### src/shared/fetx_map.vh
// Constants for the fast Ethernet transmit encoder: timing, codes and status layout
`ifndef FETX_MAP_VH
`define FETX_MAP_VH

// System clock period in picoseconds (40 MHz)
`define FETX_CLK_PS 25000
// Times in their own units
`define FETX_HALF_BIT_NS 50
`define FETX_NLP_WIDTH_NS 100
`define FETX_NLP_PERIOD_MS 16
`define FETX_JAB_LIMIT_MS 25
`define FETX_UNJAB_MS 500
// Derived cycle counts
`define FETX_HALF_BIT_CYC ((`FETX_HALF_BIT_NS * 1000) / `FETX_CLK_PS)
`define FETX_NLP_WIDTH_CYC ((`FETX_NLP_WIDTH_NS * 1000 + `FETX_CLK_PS - 1) / `FETX_CLK_PS)
`define FETX_NLP_PERIOD_CYC ((`FETX_NLP_PERIOD_MS * 1000000) / (`FETX_CLK_PS / 1000))
`define FETX_JAB_LIMIT_CYC ((`FETX_JAB_LIMIT_MS * 1000000) / (`FETX_CLK_PS / 1000))
`define FETX_UNJAB_CYC ((`FETX_UNJAB_MS * 1000000) / (`FETX_CLK_PS / 1000))

// Code-group length and control code-groups
`define FETX_CG_BITS 5
`define FETX_CG_IDLE 5'h1f
`define FETX_CG_J 5'h18
`define FETX_CG_K 5'h11
`define FETX_CG_T 5'h0d
`define FETX_CG_R 5'h07
`define FETX_CG_HALT 5'h04

// Receive nibble for an undefined code-group
`define FETX_RX_INVALID_NIB 4'h6

// Basic status register address and jabber bit
`define FETX_BASIC_STATUS_ADDR 5'h01
`define FETX_JABBER_BIT 1

// Scrambler length and its feedback taps (x^11 + x^9 + 1)
`define FETX_LFSR_BITS 11
`define FETX_LFSR_TAP_A 10
`define FETX_LFSR_TAP_B 8

`endif
### src/logic/fetx_encoder.v
// Transmit encoder for 10 Mb/s Manchester and 100 Mb/s 4B/5B, scrambler and NRZI paths
`timescale 1ns/1ps
`include "fetx_map.vh"

// How it works
// - 10 Mb/s Manchester runs while the gate input is high and stops after the nibble in progress once it drops.
// - Last 10 Mb/s transition is positive: mid-cell for a one, cell end for zero.
// - Idle 10 Mb/s line gets a 100 ns link pulse every 16 ms.
// - Jabber cuts the 10 Mb/s output after continuous activity beyond the limit.
// - Jabber holds while transmitting and clears after about 500 ms of quiet.
// - Jabber status reads as bit 1 of the basic status register, address 1.
// - At 100 Mb/s there is no jabber and the status bit reads zero.
// - Each data nibble maps to its fixed 5-bit code-group from the table.
// - The first preamble byte becomes the J/K start pair.
// - Dropping transmit enable inserts the T/R end pair.
// - Idle code-groups follow the end pair until enable returns.
// - The error code-group is 00100.
// - Error with enable swaps data code-groups for error ones, delimiters kept.
// - Code-groups are shifted out serially, one bit at a time.
// - The serial stream is XORed with a free-running 11-bit LFSR.
// - The scrambler seed comes from the 5-bit PHY address.
// - NRZI encoding always follows the scrambler, with no bypass.
// - Undefined received code-groups become nibble 6h with receive error.
// - Idle, start and end codes inside a frame count as invalid with error.
module fetx_encoder #(
	parameter NLP_PERIOD_CYC = `FETX_NLP_PERIOD_CYC,
	parameter JAB_LIMIT_CYC = `FETX_JAB_LIMIT_CYC,
	parameter UNJAB_CYC = `FETX_UNJAB_CYC
) (
	input wire clk_sys,
	input wire rst_n,
	input wire speed100,
	input wire xmitNibbleClock,
	input wire xmitGateIn,
	input wire txErr,
	input wire [3:0] txData,
	input wire [4:0] phyMgmtAddress,
	input wire [4:0] mgmtRegAddr,
	output reg [15:0] mgmtReadData,
	output reg manchesterOut,
	output reg manchesterEnable,
	output reg normalLinkPulse,
	output reg jabberFlag,
	output reg [4:0] codeGroup,
	output reg serialBit,
	output reg serialStrobe,
	input wire rxCodeValid,
	input wire rxInFrame,
	input wire [4:0] rxCodeGroup,
	output reg [3:0] rxNibble,
	output reg rxErr
);

	localparam [1:0] ST_IDLE = 2'd0;
	localparam [1:0] ST_K = 2'd1;
	localparam [1:0] ST_DATA = 2'd2;
	localparam [1:0] ST_R = 2'd3;
	// Counts are worked out at full width, then cut on purpose to the counter widths
	localparam [31:0] HALF_CYC_W = `FETX_HALF_BIT_CYC;
	localparam [31:0] NLP_W_CYC_W = `FETX_NLP_WIDTH_CYC;
	localparam [31:0] CG_BITS_W = `FETX_CG_BITS;
	localparam [3:0] HALF_CYC = HALF_CYC_W[3:0];
	localparam [3:0] NLP_W_CYC = NLP_W_CYC_W[3:0];
	localparam [2:0] CG_BITS = CG_BITS_W[2:0];

	// 4B to 5B data code-group table
	function [4:0] enc4b5b;
		input [3:0] nib;
		begin
			case (nib)
				4'h0: enc4b5b = 5'h1e;
				4'h1: enc4b5b = 5'h09;
				4'h2: enc4b5b = 5'h14;
				4'h3: enc4b5b = 5'h15;
				4'h4: enc4b5b = 5'h0a;
				4'h5: enc4b5b = 5'h0b;
				4'h6: enc4b5b = 5'h0e;
				4'h7: enc4b5b = 5'h0f;
				4'h8: enc4b5b = 5'h12;
				4'h9: enc4b5b = 5'h13;
				4'ha: enc4b5b = 5'h16;
				4'hb: enc4b5b = 5'h17;
				4'hc: enc4b5b = 5'h1a;
				4'hd: enc4b5b = 5'h1b;
				4'he: enc4b5b = 5'h1c;
				default: enc4b5b = 5'h1d;
			endcase
		end
	endfunction

	// 5B to 4B receive map; bit 4 flags an invalid code
	function [4:0] dec5b4b;
		input [4:0] cg;
		input inFrame;
		begin
			case (cg)
				5'h1e: dec5b4b = 5'h00;
				5'h09: dec5b4b = 5'h01;
				5'h14: dec5b4b = 5'h02;
				5'h15: dec5b4b = 5'h03;
				5'h0a: dec5b4b = 5'h04;
				5'h0b: dec5b4b = 5'h05;
				5'h0e: dec5b4b = 5'h06;
				5'h0f: dec5b4b = 5'h07;
				5'h12: dec5b4b = 5'h08;
				5'h13: dec5b4b = 5'h09;
				5'h16: dec5b4b = 5'h0a;
				5'h17: dec5b4b = 5'h0b;
				5'h1a: dec5b4b = 5'h0c;
				5'h1b: dec5b4b = 5'h0d;
				5'h1c: dec5b4b = 5'h0e;
				5'h1d: dec5b4b = 5'h0f;
				`FETX_CG_IDLE, `FETX_CG_T, `FETX_CG_R:
					dec5b4b = inFrame ? {1'b1, `FETX_RX_INVALID_NIB} : 5'h00;
				`FETX_CG_J, `FETX_CG_K:
					dec5b4b = inFrame ? {1'b1, `FETX_RX_INVALID_NIB} : 5'h05;
				default: dec5b4b = {1'b1, `FETX_RX_INVALID_NIB};
			endcase
		end
	endfunction

	// Pin synchronisers; data carries one extra stage so it is read from before the clock edge
	reg nckS1, nckS2, nckS3;
	reg gateS1, gateS2, gateS3;
	reg errS1, errS2, errS3;
	reg [3:0] datS1, datS2, datS3;
	wire nibEdge = nckS2 & ~nckS3;
	always @(posedge clk_sys) begin
		if (!rst_n) begin
			nckS1 <= 1'b0;
			nckS2 <= 1'b0;
			nckS3 <= 1'b0;
			gateS1 <= 1'b0;
			gateS2 <= 1'b0;
			gateS3 <= 1'b0;
			errS1 <= 1'b0;
			errS2 <= 1'b0;
			errS3 <= 1'b0;
			datS1 <= 4'h0;
			datS2 <= 4'h0;
			datS3 <= 4'h0;
		end else begin
			nckS1 <= xmitNibbleClock;
			nckS2 <= nckS1;
			nckS3 <= nckS2;
			gateS1 <= xmitGateIn;
			gateS2 <= gateS1;
			gateS3 <= gateS2;
			errS1 <= txErr;
			errS2 <= errS1;
			errS3 <= errS2;
			datS1 <= txData;
			datS2 <= datS1;
			datS3 <= datS2;
		end
	end

	// 10 Mb/s Manchester shifter: four bits per nibble, two half cells per bit
	reg [3:0] manShift;
	reg [2:0] manBits;
	reg manHalf;
	reg [3:0] manCnt;
	reg manTail;
	wire manBusy = (manBits != 3'd0);
	wire manHalfEnd = (manCnt == HALF_CYC - 4'd1);
	always @(posedge clk_sys) begin
		if (!rst_n) begin
			manShift <= 4'h0;
			manBits <= 3'd0;
			manHalf <= 1'b0;
			manCnt <= 4'h0;
			manTail <= 1'b0;
		end else if (speed100) begin
			manBits <= 3'd0;
			manTail <= 1'b0;
			manCnt <= 4'h0;
		end else if (nibEdge && gateS3) begin
			// A new nibble restarts the cell; the MAC paces nibbles at one per four bit times
			manShift <= datS3;
			manBits <= 3'd4;
			manHalf <= 1'b0;
			manCnt <= 4'h0;
			manTail <= 1'b0;
		end else if (manBusy) begin
			manCnt <= manHalfEnd ? 4'h0 : manCnt + 4'd1;
			if (manHalfEnd) begin
				manHalf <= ~manHalf;
				if (manHalf) begin
					manShift <= {1'b0, manShift[3:1]};
					manBits <= manBits - 3'd1;
					manTail <= (manBits == 3'd1) && !gateS3;
				end
			end
		end else if (manTail) begin
			// Hold high one half cell after the frame so the last edge is a rising one
			manCnt <= manHalfEnd ? 4'h0 : manCnt + 4'd1;
			if (manHalfEnd)
				manTail <= 1'b0;
		end
	end

	// Link pulse timer runs only while the 10 Mb/s line is quiet
	reg [31:0] nlpCnt;
	wire manActive = manBusy | manTail;
	always @(posedge clk_sys) begin
		if (!rst_n || speed100 || manActive || gateS3)
			nlpCnt <= 32'h0;
		else if (nlpCnt == NLP_PERIOD_CYC - 1)
			nlpCnt <= 32'h0;
		else
			nlpCnt <= nlpCnt + 32'd1;
	end

	// Jabber watchdog: counts active time, then counts quiet time to release
	reg [31:0] jabCnt;
	always @(posedge clk_sys) begin
		if (!rst_n || speed100) begin
			jabberFlag <= 1'b0;
			jabCnt <= 32'h0;
		end else if (!jabberFlag) begin
			if (!gateS3)
				jabCnt <= 32'h0;
			else if (jabCnt >= JAB_LIMIT_CYC - 1) begin
				jabberFlag <= 1'b1;
				jabCnt <= 32'h0;
			end else
				jabCnt <= jabCnt + 32'd1;
		end else if (gateS3)
			jabCnt <= 32'h0;
		else if (jabCnt >= UNJAB_CYC - 1) begin
			jabberFlag <= 1'b0;
			jabCnt <= 32'h0;
		end else
			jabCnt <= jabCnt + 32'd1;
	end

	// 10 Mb/s line outputs; first half cell carries the inverted bit, second the bit
	always @(posedge clk_sys) begin
		if (!rst_n) begin
			manchesterOut <= 1'b0;
			manchesterEnable <= 1'b0;
			normalLinkPulse <= 1'b0;
		end else begin
			manchesterEnable <= !speed100 && manActive && !jabberFlag;
			if (manBusy)
				manchesterOut <= manHalf ? manShift[0] : ~manShift[0];
			else
				manchesterOut <= manTail;
			normalLinkPulse <= !speed100 && !jabberFlag && !manActive && !gateS3
				&& (nlpCnt >= NLP_PERIOD_CYC - NLP_W_CYC);
		end
	end

	// Status read port; the jabber bit is live only at 10 Mb/s
	always @(posedge clk_sys) begin
		if (!rst_n)
			mgmtReadData <= 16'h0000;
		else begin
			mgmtReadData <= 16'h0000;
			if (mgmtRegAddr == `FETX_BASIC_STATUS_ADDR)
				mgmtReadData[`FETX_JABBER_BIT] <= jabberFlag & ~speed100;
		end
	end

	// 100 Mb/s code-group sequencer, one code-group per nibble clock edge
	reg [1:0] cgState;
	reg [1:0] next_cgState;
	reg [4:0] next_codeGroup;
	always @* begin
		next_cgState = cgState;
		next_codeGroup = `FETX_CG_IDLE;
		case (cgState)
			ST_IDLE: begin
				if (gateS3) begin
					next_codeGroup = `FETX_CG_J;
					next_cgState = ST_K;
				end
			end
			ST_K: begin
				next_codeGroup = `FETX_CG_K;
				next_cgState = ST_DATA;
			end
			ST_DATA: begin
				if (!gateS3) begin
					next_codeGroup = `FETX_CG_T;
					next_cgState = ST_R;
				end else if (errS3)
					next_codeGroup = `FETX_CG_HALT;
				else
					next_codeGroup = enc4b5b(datS3);
			end
			ST_R: begin
				next_codeGroup = `FETX_CG_R;
				next_cgState = ST_IDLE;
			end
			default: next_cgState = ST_IDLE;
		endcase
	end

	// Serialiser, scrambler and NRZI; one code bit leaves per system clock
	reg [4:0] cgShift;
	reg [2:0] cgBits;
	reg [`FETX_LFSR_BITS-1:0] lfsr;
	reg seeded;
	wire scrBit = cgShift[4] ^ lfsr[`FETX_LFSR_BITS-1];
	always @(posedge clk_sys) begin
		if (!rst_n) begin
			cgState <= ST_IDLE;
			codeGroup <= `FETX_CG_IDLE;
			cgShift <= 5'h00;
			cgBits <= 3'd0;
			lfsr <= {`FETX_LFSR_BITS{1'b1}};
			seeded <= 1'b0;
			serialBit <= 1'b0;
			serialStrobe <= 1'b0;
		end else begin
			// Seed is caught after reset release, never as a reset value
			seeded <= 1'b1;
			if (!seeded)
				lfsr <= {1'b1, phyMgmtAddress, phyMgmtAddress};
			else
				lfsr <= {lfsr[`FETX_LFSR_BITS-2:0], lfsr[`FETX_LFSR_TAP_A] ^ lfsr[`FETX_LFSR_TAP_B]};
			serialStrobe <= 1'b0;
			if (!speed100) begin
				cgState <= ST_IDLE;
				cgBits <= 3'd0;
			end else if (nibEdge) begin
				cgState <= next_cgState;
				codeGroup <= next_codeGroup;
				cgShift <= next_codeGroup;
				cgBits <= CG_BITS;
			end else if (cgBits != 3'd0) begin
				// Leftmost code bit goes first; a one flips the line level
				cgShift <= {cgShift[3:0], 1'b0};
				cgBits <= cgBits - 3'd1;
				serialStrobe <= 1'b1;
				serialBit <= serialBit ^ scrBit;
			end
		end
	end

	// Receive-side code-group map, registered on each valid code-group
	wire [4:0] rxMap = dec5b4b(rxCodeGroup, rxInFrame);
	always @(posedge clk_sys) begin
		if (!rst_n) begin
			rxNibble <= 4'h0;
			rxErr <= 1'b0;
		end else if (rxCodeValid) begin
			rxNibble <= rxMap[3:0];
			rxErr <= rxMap[4];
		end else
			rxErr <= 1'b0;
	end

endmodule // fetx_encoder

### config.mk
export PLATFORM = sky130hd
export DESIGN_NAME = fetx_encoder
export DESIGN_NICKNAME = d
export VERILOG_FILES = /design/src/logic/fetx_encoder.v
export VERILOG_INCLUDE_DIRS = /design/src /design/src/shared
export SDC_FILE = /design/constraint.sdc
export NUM_CORES = 1
export LEC_CHECK = 0
export BUFFER_PORTS_ARGS = -buffer_cell sky130_fd_sc_hd__buf_2
export CAP_MARGIN = 10
export CORE_MARGIN = 5
export CORE_UTILIZATION = 54
export CTS_BUF_LIST = sky130_fd_sc_hd__clkbuf_4 sky130_fd_sc_hd__clkbuf_8
export CTS_CLUSTER_DIAMETER = 80
export DETAILED_ROUTE_END_ITERATION = 8
export PLACE_DENSITY = 0.81
export REMOVE_ABC_BUFFERS = 1
export SLEW_MARGIN = 20
export SYNTH_ARGS = -nofsm -noshare
export SYNTH_HDL_FRONTEND = slang
export SYNTH_SLANG_ARGS = --single-unit
### constraint.sdc
create_clock -name clk_sys -period 2.45 [get_ports clk_sys]
set_input_delay 0.6125 -clock clk_sys [delete_from_list [all_inputs] [get_ports clk_sys]]
set_output_delay 0.6125 -clock clk_sys [all_outputs]
set_load 0.05 [all_outputs]
==> out/qor.yml <==
p_leak_uw: 0.00261
final.min_clock_period_ns: 1.94
ys_ff_latch: 142
wl_per_cell_um: 13.4
ys_seq_area_share_pct: 44.5
ios: 59
path_buf_inv: 0
numCtsBuffers: 17
synthAdderAreaFrac_pct: 2.55
initial_utilization_pct: 55.4
setup_violations: 0
synth_flop_cell: "dfxtp_1"
grt_pass1_wl_um: 21000
drive_above_1_share_pct: 15.4
port_buffers: 43
path_common_cell: "nand4_1"
final_hold_viol_count: 0
maxCapViolCount: 0
wl_um: 12200
peakVddDrop_mv: 0.716
n_antenna_cell: 0
dpl_worst_slack_ns: 0.403
clockBufferDepth: 2
yosysTopAreaCell: "dfxtp_1"
crit_path_end_kind: "flip-flop"
drt_iter0_drc: 252
clkLatencyLatePin_ns: 0.46
grt_start_max_net_pins: 41
placementRows: 39
dieArea_mm2: 0.0141
cts_tree: "yes"
h-tree-depth: 4
fp.dieH_um: 119
cts_sinks: 142
arrival_ns: 2.29
synth_top_family_by_area: "simple AND/OR/NAND/NOR gates"
hpwl_um: 8550
design.final.nets: 792
grt_overflow: 0
globalplace.congestion: 0.876
cp_max_fo: 7
post-cts-setup-buffers: 0
cts_resized: 0
yosys-top-cells-area: "dfxtp_1, xnor2_1, nor2_1"
synthToLayoutAreaGrowth_pct: 10.9
cts_hold_buffers: 0
synthArstFlopShare_pct: 0
worst_clock_skew_ns: 0.00870
yosys.area.top_type_share_pct: 44.5
core-area_mm2: 0.0115
syn_avg_cell_area_um2: 9.03
routed_via_density: 5.49
drc: 0
start_kind: "flip-flop"
power.density_mw_per_mm2: 645
grt_setup_unrepaired: "no"
status: "completed"
critPathTopFamily: "simple AND/OR/NAND/NOR gates"
fin_ws_ns: 0.514
grt_usage_pct: 17.9
die_x_um: 119
synth_enable_flop_cells: 0
slew_violations: 0
cp.required_ns: 2.80
synthMuxAreaShare_pct: 0.784
yosys_warnings: 0
antenna_found_initial: 0
max_freq_ghz: 0.517
cts-root-buf: "clkbuf_8"
ys_types: 68
slew_headroom_pct: 59.7
critical_path.slowest_cell: "nor4_4"
dr.pass1.iters: 6
tightest_slew_ns: 0.604
grt_pass1_vias: 4724
path_class: "reg -> reg"
syn_inst: 707
utilization_pct: 61.5
vias: 4984
crit_path_max_incr_delay_ns: 0.53
synth_xor_area_share_pct: 8.64
clkTransAtPathRegs_ns: 0.08
fin_crit_sh_pct: 79.0
tns_ns: 0
fillCellCount: 984
syn_area_mm2: 0.00638
synth_simple_gate_area_share_pct: 24.2
crit_chain: "ha_1, nand4_1, nor4_4, nand4_1, xnor2_1, nor2b_1"
hp-class: "in -> reg"
synth_compound_area_share_pct: 13.3
antenna_left: 0
[cell type report]
class | count | area [µm²] | area share [%]
well taps | 143 | 179 | 2.53
clock buffers | 17 | 234 | 3.30
flip-flops and latches | 142 | 2840 | 40.1
multi-input cells | 508 | 3240 | 45.7
repair buffers | 52 | 295 | 4.17
inverters | 31 | 116 | 1.64
clock inverters | 15 | 175 | 2.47
[path summary, 6_finish.rpt]
check | start | slack (ns) | cells after the start | to
setup / recovery | nlpCnt[0]$_SDFF_PP0_ | 0.51 | 6 | nlpCnt[28]$_SDFF_PP0_
hold / removal | mgmtRegAddr[4] | 0.32 | 2 | mgmtReadData[1]$_SDFF_PN0_
setup reg to reg | nlpCnt[0]$_SDFF_PP0_ | 0.51 | 6 | nlpCnt[28]$_SDFF_PP0_
hold reg to reg | lfsr[9]$_SDFF_PN1_ | 0.42 | 1 | lfsr[10]$_SDFF_PN1_
[state kept, by name (all words and copies together) (netlist names), 2 cells and up, named ones only]
name       cells
cgBits         3
cgShift        5
cgState        2
codeGroup      5
datS1          4
datS2          4
datS3          4
jabCnt        32
lfsr          11
manBits        3
manCnt         4
manShift       4
nlpCnt        32
rxNibble       4
[stage by stage]
stage	area (µm²)	std cells	power [µW]	hold slack, ns
floorplan	6200	681	2630	0.391
global placement	6670	876	2720	0.395
detailed placement	6670	876	2730	0.410
CTS	7080	908	4620	0.297
global route	7080	908	4760	0.312
finish	7080	908	4570	0.321
[worst reg2reg max path, cell delays in order (launching register included)]
cell and delay [ns]:
dfxtp_1 0.37, ha_1 0.24, nand4_1 0.18, nor4_4 0.53, nand4_1 0.22, xnor2_1 0.17, nor2b_1 0.13
[kinds of logic after synthesis]
kind of cell             count (synthesis)
buffers and inverters                   78
multiplexers                             5
AO/OA/AOI/OAI                          119
adder cells (fa/ha/maj)                 13
AND/OR/NAND/NOR                        286
XOR/XNOR                                63
other                                    1
flip-flops                             142
[synth_stat cells, types with 3 or more instances]
| library cell | count |
|---|---|
| nor2_1 | 64 |
| and2_1 | 26 |
| buf_4 | 17 |
| nand4_1 | 21 |
| nor4_1 | 19 |
| nand2b_1 | 8 |
| nor4b_1 | 3 |
| a211oi_1 | 4 |
| buf_2 | 7 |
| and4_1 | 8 |
| a31oi_1 | 3 |
| xor2_1 | 24 |
| xnor2_1 | 39 |
| a21o_1 | 12 |
| nor3_1 | 21 |
| nor2b_1 | 6 |
| inv_1 | 31 |
| o211ai_1 | 4 |
| clkbuf_1 | 19 |
| a21oi_1 | 29 |
| nand3_1 | 27 |
| o21a_1 | 3 |
| ha_1 | 13 |
| nand2_1 | 56 |
| dfxtp_1 | 142 |
| mux2i_1 | 5 |
| a211o_1 | 3 |
| and3_1 | 9 |
| a21oi_2 | 21 |
| o21ai_0 | 14 |
| a311oi_1 | 5 |
[routing by layer]
layer  track usage, %  share of wire, %  up-vias  routed length [µm]
met5                0                 0        -                   0
met4             8.11               1.5        0                 188
met3             5.44               5.2       18                 628
met2             30.1                49      118                6000
met1             20.9                44     2333                5380
li1                 -                 -     2515                   -
[layout by cell type (no fill, tap or decap), types with 3 or more instances in the layout]
master,count
conb_1,22
xnor2_1,39
nand2b_1,8
clkbuf_8,17
buf_2,43
inv_6,5
mux2i_1,5
a21oi_1,29
nand4_1,21
a31oi_1,3
ha_1,13
nor2b_1,6
inv_1,31
and3_1,9
clkinvlp_4,3
clkinv_4,3
a21o_1,12
a311oi_1,5
nor4_1,19
nor4b_1,3
and2_1,26
and4_1,8
nand3_1,27
dfxtp_1,142
a211oi_1,4
xor2_1,24
a211o_1,3
nor2_1,64
buf_4,8
o211ai_1,4
o21a_1,3
a21oi_2,21
nor3_1,21
o21ai_0,14
nand2_1,56
[power breakdown]
part	internal [µW]	switching (µW)	leakage (µW)
logic	92.6	200	0.00125
clock network	935	959	0.000198
registers	2360	25.0	0.00116
total	3390	1180	0.00261
(Power assumes the default switching activity.)
